### config.mk
export PLATFORM = sky130hd
export DESIGN_NAME = bac_regs
export DESIGN_NICKNAME = d
export VERILOG_FILES = /design/src/pkg/bac_pkg.sv /design/src/rtl/bac_regs.sv /design/src/rtl/bac_idle_counter.sv
export SDC_FILE = /design/constraint.sdc
export NUM_CORES = 1
export LEC_CHECK = 0
export BUFFER_PORTS_ARGS = -buffer_cell sky130_fd_sc_hd__buf_4
export CAP_MARGIN = 20
export CORE_MARGIN = 10
export CORE_UTILIZATION = 53
export CTS_BUF_LIST = sky130_fd_sc_hd__clkbuf_8
export DETAILED_ROUTE_END_ITERATION = 12
export GPL_ROUTABILITY_DRIVEN = 0
export PLACE_DENSITY_LB_ADDON = 0.12
export SLEW_MARGIN = 20
export SYNTH_ARGS = -nofsm -noshare
export SYNTH_HDL_FRONTEND = slang
export SYNTH_HIERARCHICAL = 1
export SYNTH_SLANG_ARGS = --single-unit
### constraint.sdc
create_clock -name ref_clk -period 3.35 [get_ports ref_clk]
set_clock_uncertainty 0.2 [all_clocks]
set_input_delay 0.335 -clock ref_clk [delete_from_list [all_inputs] [get_ports ref_clk]]
set_output_delay 0.335 -clock ref_clk [all_outputs]
set_load 0.005 [all_outputs]
### src/pkg/bac_pkg.sv
// Package: register map, field layout and reset values of the bus area config block
// Assumes a 32-bit APB slave with one aligned word per register
package bac_pkg;
    localparam logic [11:0] BAC_TYPE_OFS = 12'h000;
    localparam logic [11:0] BAC_WIDTH_OFS = 12'h004;
    localparam logic [11:0] BAC_IDLE_OFS = 12'h008;
    localparam logic [11:0] BAC_CTRL_OFS = 12'h00C;
    localparam logic [15:0] BAC_TYPE_RST = 16'h0000;
    localparam logic [15:0] BAC_WIDTH_RST = 16'h3FFC;
    localparam logic [15:0] BAC_IDLE_RST = 16'h3FFF;
    localparam logic [15:0] BAC_TYPE_MASK = 16'h001F;
    localparam logic [15:0] BAC_WIDTH_MASK = 16'h3FFD;
    localparam logic [15:0] BAC_IDLE_MASK = 16'h3FFF;
    localparam int BAC_MEMTYPE_LSB = 2;
    localparam int BAC_AREA5_CARD_BIT = 1;
    localparam int BAC_AREA6_CARD_BIT = 0;
    localparam int BAC_PORT_EN_BIT = 0;
    localparam int BAC_NUM_AREAS = 7;
    localparam logic [2:0] BAC_MT_NORMAL = 3'h0;
    localparam logic [2:0] BAC_MT_A3_PSRAM = 3'h1;
    localparam logic [2:0] BAC_MT_A3_SDRAM = 3'h2;
    localparam logic [2:0] BAC_MT_BOTH_SDRAM = 3'h3;
    localparam logic [2:0] BAC_MT_A3_DRAM = 3'h4;
    localparam logic [2:0] BAC_MT_BOTH_DRAM = 3'h5;
    localparam logic [1:0] BAC_SZ_BYTE = 2'h1;
    localparam logic [1:0] BAC_SZ_WORD = 2'h2;
    localparam logic [1:0] BAC_SZ_LONG = 2'h3;
    localparam logic [2:0] BAC_AREA_BITS = 3'h3;
    typedef enum logic [2:0] {
        BAC_MEM_NORMAL = 3'h1,
        BAC_MEM_PSRAM = 3'h2,
        BAC_MEM_DRAM = 3'h4
    } bac_memkind_t;
endpackage

### src/rtl/bac_regs.sv
// Bus area configuration registers with external cycle sequencer
// Assumes APB master on ref_clk; power-on reset separate from manual reset
// Functional notes
// [RL1] Memory-type field selects area 2/3 kinds
// [RL2] Non-normal type needs word width areas 2,3
// [RL3] Both-DRAM makes endian pin carry row strobe
// [RL4] Area 5 card bit: card space, pin three
// [RL5] Area 6 card bit: card space, pin four
// [RL6] Width register reset only at power-on
// [RL7] Only area 0 until width initialised
// [RL8] Reserved bits read zero, write zero
// [RL9] Per-area width codes, 32-bit reset value
// [RL10] Port mode forbids 32-bit width code
// [RL11] Port enable turns mid data byte into port
// [RL12] Idle cycles on area change or read-write
// [RL13] Idle register reset only at power-on
// [RL14] Per-area idle count 0..3, reset 3
// [RL15] Settings sampled at each cycle start
// [RL16] Reserved codes give undefined behaviour
`timescale 1ns/1ps
module bac_regs
    import bac_pkg::*;
(
    // Clock and resets
    input wire logic ref_clk,
    input wire logic reset,
    input wire logic manualReset,
    // APB slave
    input wire logic psel,
    input wire logic penable,
    input wire logic pwrite,
    input wire logic [11:0] paddr,
    input wire logic [31:0] pwdata,
    output logic [31:0] prdata,
    output logic pready,
    output logic pslverr,
    // External cycle request
    input wire logic cycleReq,
    input wire logic [2:0] cycleArea,
    input wire logic cycleWrite,
    output logic cycleStart,
    output logic [1:0] cycleWidth,
    output logic cycleIdle,
    output logic [2:0] cycleMemKind,
    output logic cycleCard,
    output logic cycleWidthBad,
    // Pin functions
    output logic endianPinIsRowStrobe,
    output logic modePinThreeIsCardEnable,
    output logic modePinFourIsCardEnable,
    output logic dataMidBytePortEn,
    output logic widthInitDone
);
    logic [15:0] areaType;
    logic [15:0] widthPort;
    logic [15:0] idleCtrl;
    logic [15:0] readWord;
    logic accessPhase;
    logic wrTake;
    logic [1:0] idleSel;
    logic idleBusy;
    logic idleNeeded;
    logic haveLast;
    logic [2:0] lastArea;
    logic lastWrite;
    logic [2:0] memtypeSel;
    logic startNow;
    logic [1:0] widthCode;
    logic [2:0] next_memKind;
    logic idleDone;
    logic idleGap;
    logic idleLoad;
    logic [1:0] idleLoadValue;
    logic manualSync1;
    logic manualSync2;

    assign accessPhase = psel && penable && !pready;
    assign wrTake = psel && penable && pready && pwrite;
    assign memtypeSel = areaType[BAC_MEMTYPE_LSB +: 3];

    // APB single-wait answer
    always_ff @(posedge ref_clk) begin
        if (reset) begin
            pready <= 1'b0;
        end else begin
            pready <= accessPhase;
        end
    end

    always_ff @(posedge ref_clk) begin
        if (reset) begin
            pslverr <= 1'b0;
        end else begin
            pslverr <= accessPhase && (paddr > BAC_CTRL_OFS || paddr[1:0] != 2'h0);
        end
    end

    // Manual reset pin through two flops
    always_ff @(posedge ref_clk) begin
        if (reset) begin
            manualSync1 <= 1'b0;
            manualSync2 <= 1'b0;
        end else begin
            manualSync1 <= manualReset;
            manualSync2 <= manualSync1;
        end
    end

    // Type register, cleared by any reset
    always_ff @(posedge ref_clk) begin
        if (reset || manualSync2) begin
            areaType <= BAC_TYPE_RST;
        end else if (wrTake && paddr == BAC_TYPE_OFS) begin
            areaType <= pwdata[15:0] & BAC_TYPE_MASK; // RL1
        end
    end

    // Width register, power-on reset only
    always_ff @(posedge ref_clk) begin
        if (reset) begin
            widthPort <= BAC_WIDTH_RST; // RL6
        end else if (wrTake && paddr == BAC_WIDTH_OFS) begin
            widthPort <= pwdata[15:0] & BAC_WIDTH_MASK; // RL8
        end
    end

    // Idle register, power-on reset only
    always_ff @(posedge ref_clk) begin
        if (reset) begin
            idleCtrl <= BAC_IDLE_RST; // RL13
        end else if (wrTake && paddr == BAC_IDLE_OFS) begin
            idleCtrl <= pwdata[15:0] & BAC_IDLE_MASK; // RL8
        end
    end

    // Width init flag, set by first width write
    always_ff @(posedge ref_clk) begin
        if (reset) begin
            widthInitDone <= 1'b0;
        end else if (wrTake && paddr == BAC_WIDTH_OFS) begin
            widthInitDone <= 1'b1; // RL7
        end
    end

    always_comb begin
        unique case (paddr)
            BAC_TYPE_OFS: readWord = areaType;
            BAC_WIDTH_OFS: readWord = widthPort; // RL8
            BAC_IDLE_OFS: readWord = idleCtrl;
            BAC_CTRL_OFS: readWord = {15'h0000, widthInitDone};
            default: readWord = 16'h0000;
        endcase
    end

    always_ff @(posedge ref_clk) begin
        if (reset) begin
            prdata <= 32'h0000_0000;
        end else if (accessPhase && !pwrite) begin
            prdata <= {16'h0000, readWord};
        end
    end

    // Pin function selects
    always_ff @(posedge ref_clk) begin
        if (reset) begin
            endianPinIsRowStrobe <= 1'b0;
            modePinThreeIsCardEnable <= 1'b0;
            modePinFourIsCardEnable <= 1'b0;
            dataMidBytePortEn <= 1'b0;
        end else begin
            endianPinIsRowStrobe <= (memtypeSel == BAC_MT_BOTH_DRAM); // RL3
            modePinThreeIsCardEnable <= areaType[BAC_AREA5_CARD_BIT]; // RL4
            modePinFourIsCardEnable <= areaType[BAC_AREA6_CARD_BIT]; // RL5
            dataMidBytePortEn <= widthPort[BAC_PORT_EN_BIT]; // RL11
        end
    end

    // Idle need: area change or read then write
    assign idleSel = haveLast ? idleCtrl[{lastArea, 1'b0} +: 2] : 2'h0; // RL14
    assign idleNeeded = haveLast && !idleDone
        && (lastArea != cycleArea || (!lastWrite && cycleWrite)); // RL12
    assign idleGap = idleNeeded && idleSel != 2'h0;
    assign idleLoad = cycleReq && !idleBusy && idleGap;
    assign idleLoadValue = idleSel - 2'h1;
    assign startNow = cycleReq && !idleBusy && !idleGap && !cycleStart;

    // Start is held off exactly the programmed number of cycles
    bac_idle_counter idleCount (
        .ref_clk(ref_clk),
        .reset(reset),
        .load(idleLoad),
        .loadValue(idleLoadValue),
        .busy(idleBusy)
    );

    // Idle window served once per waiting request
    always_ff @(posedge ref_clk) begin
        if (reset) begin
            idleDone <= 1'b0;
        end else if (cycleStart) begin
            idleDone <= 1'b0;
        end else if (idleLoad) begin
            idleDone <= 1'b1;
        end
    end

    // Marks the pending idle window before a start
    always_ff @(posedge ref_clk) begin
        if (reset) begin
            cycleIdle <= 1'b0;
        end else begin
            cycleIdle <= idleLoad || (cycleIdle && !startNow); // RL12
        end
    end

    // Last cycle record
    always_ff @(posedge ref_clk) begin
        if (reset) begin
            haveLast <= 1'b0;
            lastArea <= 3'h0;
            lastWrite <= 1'b0;
        end else if (cycleStart) begin
            haveLast <= 1'b1;
            lastArea <= cycleArea;
            lastWrite <= cycleWrite;
        end
    end

    // Area decode of width and kind
    always_comb begin
        widthCode = BAC_SZ_LONG;
        next_memKind = BAC_MEM_NORMAL;
        if (cycleArea != 3'h0 && cycleArea < 3'(BAC_NUM_AREAS)) begin
            widthCode = widthPort[{cycleArea, 1'b0} +: 2]; // RL9
        end
        if (cycleArea == 3'h3) begin
            unique case (memtypeSel)
                BAC_MT_A3_PSRAM: next_memKind = BAC_MEM_PSRAM;
                BAC_MT_A3_SDRAM, BAC_MT_BOTH_SDRAM: next_memKind = BAC_MEM_DRAM;
                BAC_MT_A3_DRAM, BAC_MT_BOTH_DRAM: next_memKind = BAC_MEM_DRAM;
                default: next_memKind = BAC_MEM_NORMAL; // RL16
            endcase
        end else if (cycleArea == 3'h2) begin
            if (memtypeSel == BAC_MT_BOTH_SDRAM || memtypeSel == BAC_MT_BOTH_DRAM) begin
                next_memKind = BAC_MEM_DRAM;
            end
        end
    end

    // Settings captured at cycle start
    always_ff @(posedge ref_clk) begin
        if (reset) begin
            cycleStart <= 1'b0;
            cycleWidth <= BAC_SZ_LONG;
            cycleMemKind <= BAC_MEM_NORMAL;
            cycleCard <= 1'b0;
            cycleWidthBad <= 1'b0;
        end else begin
            cycleStart <= startNow;
            if (startNow) begin
                cycleWidth <= widthCode; // RL15
                cycleMemKind <= next_memKind; // RL1
                cycleCard <= (cycleArea == 3'h5 && areaType[BAC_AREA5_CARD_BIT])
                    || (cycleArea == 3'h6 && areaType[BAC_AREA6_CARD_BIT]);
                cycleWidthBad <= (widthCode == 2'h0)
                    || (widthPort[BAC_PORT_EN_BIT] && widthCode == BAC_SZ_LONG) // RL10
                    || (cycleArea != 3'h0 && !widthInitDone) // RL7
                    || (memtypeSel != BAC_MT_NORMAL && (cycleArea == 3'h2 || cycleArea == 3'h3)
                        && widthCode != BAC_SZ_WORD); // RL2
            end
        end
    end
endmodule // bac_regs

### src/rtl/bac_idle_counter.sv
// Idle cycle counter placed between external bus cycles
// Assumes load and count come from the same clock domain
`timescale 1ns/1ps
module bac_idle_counter (
    // Clock and reset
    input wire logic ref_clk,
    input wire logic reset,
    // Control
    input wire logic load,
    input wire logic [1:0] loadValue,
    // Status
    output logic busy
);
    logic [1:0] count;

    always_ff @(posedge ref_clk) begin
        if (reset) begin
            count <= 2'h0;
        end else if (load) begin
            count <= loadValue;
        end else if (count != 2'h0) begin
            count <= count - 2'h1;
        end
    end

    assign busy = (count != 2'h0);
endmodule // bac_idle_counter

=== After elaboration in Yosys (flattened, before gate mapping) ===
Index checks and enable logic that the tools add are counted.

* Add/sub/neg operators: 2
* $lt $le $gt $ge: 2
* Eq/ne operators: 15
* Shift operators: 2
* Multiplexer cells: 9
* Reduce and logical (&&, ||, !) cells: 54

{| class="wikitable"
|+ Operators with widths
! kind !! number
|-
| $pmux W14 S4 || 1
|-
| $shiftx A16 B5 Y2 || 2
|-
| $logic_and A1 B1 Y1 || 25
|-
| $eq A12 B4 Y1 const B || 2
|-
| $eq A12 B3 Y1 const B || 1
|-
| $eq A3 B2 Y1 const B || 4
|-
| $eq A3 B3 Y1 const B || 4
|-
| $gt A12 B4 Y1 const B || 1
|-
| $logic_not A12 Y1 || 1
|-
| $logic_or A1 B1 Y1 || 10
|-
| $logic_not A1 Y1 || 9
|-
| $mux W3 || 3
|-
| $mux W2 || 4
|-
| $reduce_bool A2 Y1 || 4
|-
| $pmux W3 S2 || 1
|-
| $reduce_bool A3 Y1 || 2
|-
| $reduce_or A4 Y1 || 1
|-
| $sub A2 B1 Y2 const B || 2
|-
| $eq A3 B1 Y1 const B || 1
|-
| $lt A3 B3 Y1 const B || 1
|-
| $ne A3 B3 Y1 || 1
|-
| $eq A2 B2 Y1 const B || 1
|-
| $logic_not A2 Y1 || 1
|-
| $ne A2 B2 Y1 const B || 1
|-
| $reduce_or A2 Y1 || 1
|}

* Register bits: 74
* Input bits: 55
* Output and inout port bits: 48
* Word-level logic and storage cells: 108

=== Logic depth before layout (Yosys ltp) ===
* Depth in word-level cells: 11
* Depth in mapped cells: 13
* Mapped depth without buffers: 12

=== Hierarchy ===
Netlist, hierarchy kept.

{| class="wikitable"
|+ Modules (own cells, without submodules)
! module !! times used !! cells each !! area each (um2) !! sequential area each (um2)
|-
| bac_regs || 1 || 349 || 3,270.6 || 1,401.3
|-
| bac_idle_counter || 1 || 13 || 126.4 || 40.0
|}

=== Least setup slack after synthesis ===
Ideal clock, no wire load.

* Kind: register to register
* Start point: register lastArea[0]
* End point: register cycleCard
* Setup time: 0.071 ns
* Arrival: 2.064 ns
* Required time: 3.079 ns
* Path slack: 1.015 ns
* Cell stages (with the launch flop): 11
* Buffers on the path: 1
* Clock period less this slack: 2.335 ns
* Cell sequence: dfxtp_1 -> buf_2 -> mux4_2 -> mux2_2 -> nand2_1 -> ha_1 -> nor2_1 -> nand2_1 -> o21ai_2 -> or3b_1 -> a21oi_1

* Cells in the longest elaborated chain, start to end: 7
* Elaborated cells between the ends (all ways): 10
* Those cells by class: 1 x eq/ne; 1 x shift; 1 x mux; 7 x reduce/logical

{| class="wikitable"
|+ Ends and longest elaborated chain
! item !! line !! source
|-
| start, declared || bac_regs.sv:64 || <nowiki>logic [2:0] lastArea;</nowiki>
|-
| start signal, assigned || bac_regs.sv:224 || <nowiki>lastArea <= cycleArea;</nowiki>
|-
| $shiftx A16 B5 Y2 / $ne A3 B3 Y1 (equally long branches) || bac_regs.sv:179, bac_regs.sv:181 ||
|-
| $mux W2 / $logic_or A1 B1 Y1 (equally long branches) || bac_regs.sv:179, bac_regs.sv:181 ||
|-
| $reduce_bool A2 Y1 / $logic_and A1 B1 Y1 (equally long branches) || bac_regs.sv:182, bac_regs.sv:181 ||
|-
| $logic_and A1 B1 Y1 (*) || bac_regs.sv:182 || <nowiki>assign idleGap = idleNeeded && idleSel != 2'h0;</nowiki>
|-
| $logic_not A1 Y1 (*) || bac_regs.sv:185 || <nowiki>assign startNow = cycleReq && !idleBusy && !idleGap && !cycleStart;</nowiki>
|-
| $logic_and A1 B1 Y1 (*) (2 in a row) || bac_regs.sv:185 ||
|-
| end signal, assigned || bac_regs.sv:263 || <nowiki>cycleCard <= (cycleArea == 3'h5 && areaType[BAC_AREA5_CARD_BIT])</nowiki>
|-
| end, declared || bac_regs.sv:45 || <nowiki>output logic cycleCard,</nowiki>
|}

Every way passes the cells marked *; elsewhere a longest branch is shown, timed or not.
A chain may end at the register's enable or synchronous reset.

=== Worst setup path in the final report ===
* Start point: register lastArea[1]
* End point: register cycleWidthBad

* Cells in the longest elaborated chain, start to end: 7
* Elaborated cells between the ends (all ways): 10
* Those cells by class: 1 x eq/ne; 1 x shift; 1 x mux; 7 x reduce/logical

{| class="wikitable"
|+ Ends and longest elaborated chain
! item !! line !! source
|-
| $shiftx A16 B5 Y2 / $ne A3 B3 Y1 (equally long branches) || bac_regs.sv:179, bac_regs.sv:181 ||
|-
| $mux W2 / $logic_or A1 B1 Y1 (equally long branches) || bac_regs.sv:179, bac_regs.sv:181 ||
|-
| $reduce_bool A2 Y1 / $logic_and A1 B1 Y1 (equally long branches) || bac_regs.sv:182, bac_regs.sv:181 ||
|-
| $logic_and A1 B1 Y1 (*) || bac_regs.sv:182 ||
|-
| $logic_not A1 Y1 (*) || bac_regs.sv:185 ||
|-
| $logic_and A1 B1 Y1 (*) (2 in a row) || bac_regs.sv:185 ||
|-
| end signal, assigned || bac_regs.sv:265 || <nowiki>cycleWidthBad <= (widthCode == 2'h0)</nowiki>
|-
| end, declared || bac_regs.sv:46 || <nowiki>output logic cycleWidthBad,</nowiki>
|}

Marks and branches as above.

==> flow_summary.json <==
{
  "path_clk_slew_ps": 80,
  "dpl.hpwl_um": 6120,
  "crit_chain": "mux2i_1 -> o21ai_0 -> mux2_2 -> nand2_1 -> ha_1 -> nor2_1 -> nand2_1 -> o21ai_2 -> nor4b_1 -> a211oi_1",
  "p_sw_w": 0.000525,
  "crit_slowest_cell": "dfxtp_1",
  "critPathKind": "reg -> reg",
  "wl_met2_um": 3960,
  "hold_path.class": "in -> reg",
  "start_util_pct": 54.1,
  "drt-initial-drc-count": 148,
  "endpoint_kind": "flop",
  "power_density_nw_per_um2": 496,
  "rsz0062_at_grt": "no",
  "setup_viol": 0,
  "antenna_found_initial": 0,
  "grt_first_pass_wirelength_um": 13400,
  "cts_setup_buffers": 0,
  "gr-total-overflow": 0,
  "start_kind": "flop",
  "nNetsFinal": 472,
  "grt_usage_pct": 16.4,
  "grt_max_degree": 48,
  "timing.final.crit_share_pct": 84.2,
  "crit_arrival_ps": 2880,
  "port_buffers": 66,
  "slew_viol_final": 0,
  "fill_cells": 543,
  "final-hold-violation-count": 0,
  "muxShareOfSynthArea_pct": 14.7,
  "ys_ff_latch": 72,
  "vias": 2676,
  "clockPowerShare_pct": 38.1,
  "tightest_slew_ps": 890,
  "die_w_um": 100,
  "ys_top_cells_by_count": "72 x dfxtp_1, 41 x mux2i_1, 38 x nand2_1, 37 x nor2_1, 19 x buf_4",
  "synth_cell_types": 51,
  "cts_inserted_buffers": 9,
  "synth_area_leaders": "dfxtp_1 42%, mux2i_1 12%, buf_4 4.2%",
  "internal_power_w": 0.00148,
  "finalWirelength_um": 8240,
  "layout_min_cycle_time_ps": 2820,
  "cts.sinks": 72,
  "routed.top_layer": "met4",
  "critPathMaxFanout": 14,
  "syn_inst": 362,
  "setup-tns-final_ps": 0,
  "crit_required_ps": 3410,
  "yosysWarnings": 6,
  "clock_latency_ps": 350,
  "ios": 103,
  "cts_hold_buf": 1,
  "synth_top_area_share_pct": 42.4,
  "synth_xor_area_share_pct": 1.29,
  "synth-compound-area-share_pct": 13.3,
  "swShare_pct": 26.2,
  "ctsResizeCount": 0,
  "power_frac_seq_pct": 46.4,
  "n_antenna_cell": 0,
  "clk_root_buffer_cell": "clkbuf_8",
  "cts_buffer_depth": 2,
  "ys_seq_area_share_pct": 42.4,
  "first_pass_iters": 5,
  "die_y_um": 100,
  "coreArea_um2": 6280,
  "synth_most_common_cell": "dfxtp_1",
  "syn_area_per_cell_um2": 9.38,
  "synth_fa_ha_area_share_pct": 0.737,
  "status": "finished, final reports clean",
  "grt_pass1_vias": 2593,
  "area_delta_synth_final_pct": 18.9,
  "met3_length_um": 598,
  "synth_area_leader_cell": "dfxtp_1",
  "rows": 29,
  "max_freq_mhz": 355,
  "wl_met1_um": 3620,
  "yosys_most_used_dff": "dfxtp_1",
  "slowest_delay_ps": 560,
  "dieArea_um2": 10000,
  "vdd_ir_drop_max_uv": 382,
  "synth_top_family_by_area": "simple AND/OR/NAND/NOR gates",
  "wl_per_cell_um": 16.6,
  "synthArstFlopShare_pct": 0,
  "fin_area_um2": 4040,
  "h-tree-depth": 3,
  "post_dp_cell_area_um2": 3810,
  "via_per_inst": 5.38,
  "slew_headroom_pct": 40.6,
  "ant_nets": 0,
  "yosys.area_share.simple_pct": 18.3,
  "netlist_area_um2": 3400,
  "crit_path_frequent_cell": "nand2_1",
  "leakage_nw": 1.67,
  "drv_cap": 0,
  "drive_gt1_share_pct": 23.1,
  "p_comb_share_pct": 15.5,
  "synth_edf_count": 0,
  "cts_tree": "yes",
  "drc_errors": 0
}
==> sequential cells by signal (all words and copies together) (netlist names), 2 cells and up <==
| name | flops |
|---|---|
| areaType | 5 |
| cycleMemKind | 3 |
| cycleWidth | 2 |
| idleCount/count | 2 |
| idleCtrl | 14 |
| lastArea | 3 |
| prdata | 14 |
| widthPort | 13 |
==> per-stage QoR <==
| step | utilization, % | cells | power, W | hold WS, ps | setup slack [ps] |
|---|---|---|---|---|---|
| 2_1_floorplan | - | 379 | 0.00117 | 214 | 1020 |
| 3_3_place_gp | 60.6 | 480 | 0.00125 | 237 | 649 |
| 3_5_place_dp | 60.6 | 480 | 0.00126 | 236 | 627 |
| 4_1_cts | 64.3 | 497 | 0.00202 | 2.17 | 558 |
| 5_1_grt | 64.3 | 497 | 0.00209 | 4.06 | 356 |
| 6_report | 64.3 | 497 | 0.00200 | 6.90 | 531 |
==> worst max-delay path: cells and delay by family, from the launching register on <==
kind | cells | cell delay (ps)
AO/OA/AOI/OAI | 3 | 1050
flip-flops | 1 | 560
AND/OR/NAND/NOR | 4 | 380
multiplexers | 2 | 360
adder cells (fa/ha/maj) | 1 | 180
==> worst paths after layout <==
path         slack (ps)                    endpoint  cells past startpoint                      from
min                   7   idleCtrl[13]$_SDFFE_PP1P_                      3                pwdata[13]
max reg2reg         530  cycleWidthBad$_SDFFE_PP0P_                     10  lastArea[1]$_SDFFE_PP0P_
max                 530  cycleWidthBad$_SDFFE_PP0P_                     10  lastArea[1]$_SDFFE_PP0P_
min reg2reg         250      manualSync2$_SDFF_PP0_                      1    manualSync1$_SDFF_PP0_
==> power groups by stage <==
stage               clock network (W)  registers [W]  logic [W]
floorplan                           0       0.000934   0.000239
global placement                    0       0.000949   0.000304
detailed placement                  0       0.000950   0.000311
CTS                          0.000771       0.000930   0.000314
global route                 0.000806       0.000935   0.000349
finish                       0.000763       0.000930   0.000311
==> cell usage in the layout (no fill, tap or decap), drive strengths merged, types with 10 or more instances in the layout <==
cell type | Yosys | layout
nor2b | 11 | 11
clkbuf | 16 | 10
nor2 | 37 | 37
inv | 10 | 11
nand2 | 38 | 38
conb | 1 | 18
a22oi | 15 | 15
dfxtp | 72 | 72
buf | 28 | 68
mux2i | 41 | 41
==> cell type report <==
class / count / area (um^2) / area share (%)
clock inverter: 6 / 83.8 / 2.08
tap: 77 / 96.3 / 2.39
inverter: 12 / 45.0 / 1.12
multi-input combinational: 251 / 1710 / 42.4
timing repair buffer: 69 / 520 / 12.9
sequential: 72 / 1440 / 35.7
clock buffer: 10 / 138 / 3.41
==> routing by layer <==
layer,global-route usage (%),vias to the layer above
met2,26.4,87
met5,0,-
li1,-,1332
met1,20.0,1250
met4,4.57,0
met3,6.39,7
==> cell families (layout without fill, tap and decap cells) <==
group | Yosys count | in the layout
adder cells (fa/ha/maj) | 2 | 2
flip-flops | 72 | 72
buffers and inverters | 56 | 97
multiplexers | 46 | 46
XOR/XNOR | 5 | 5
AO/OA/AOI/OAI | 58 | 58
other | 1 | 18
AND/OR/NAND/NOR | 122 | 122
Power figures use the tool's default switching activity.
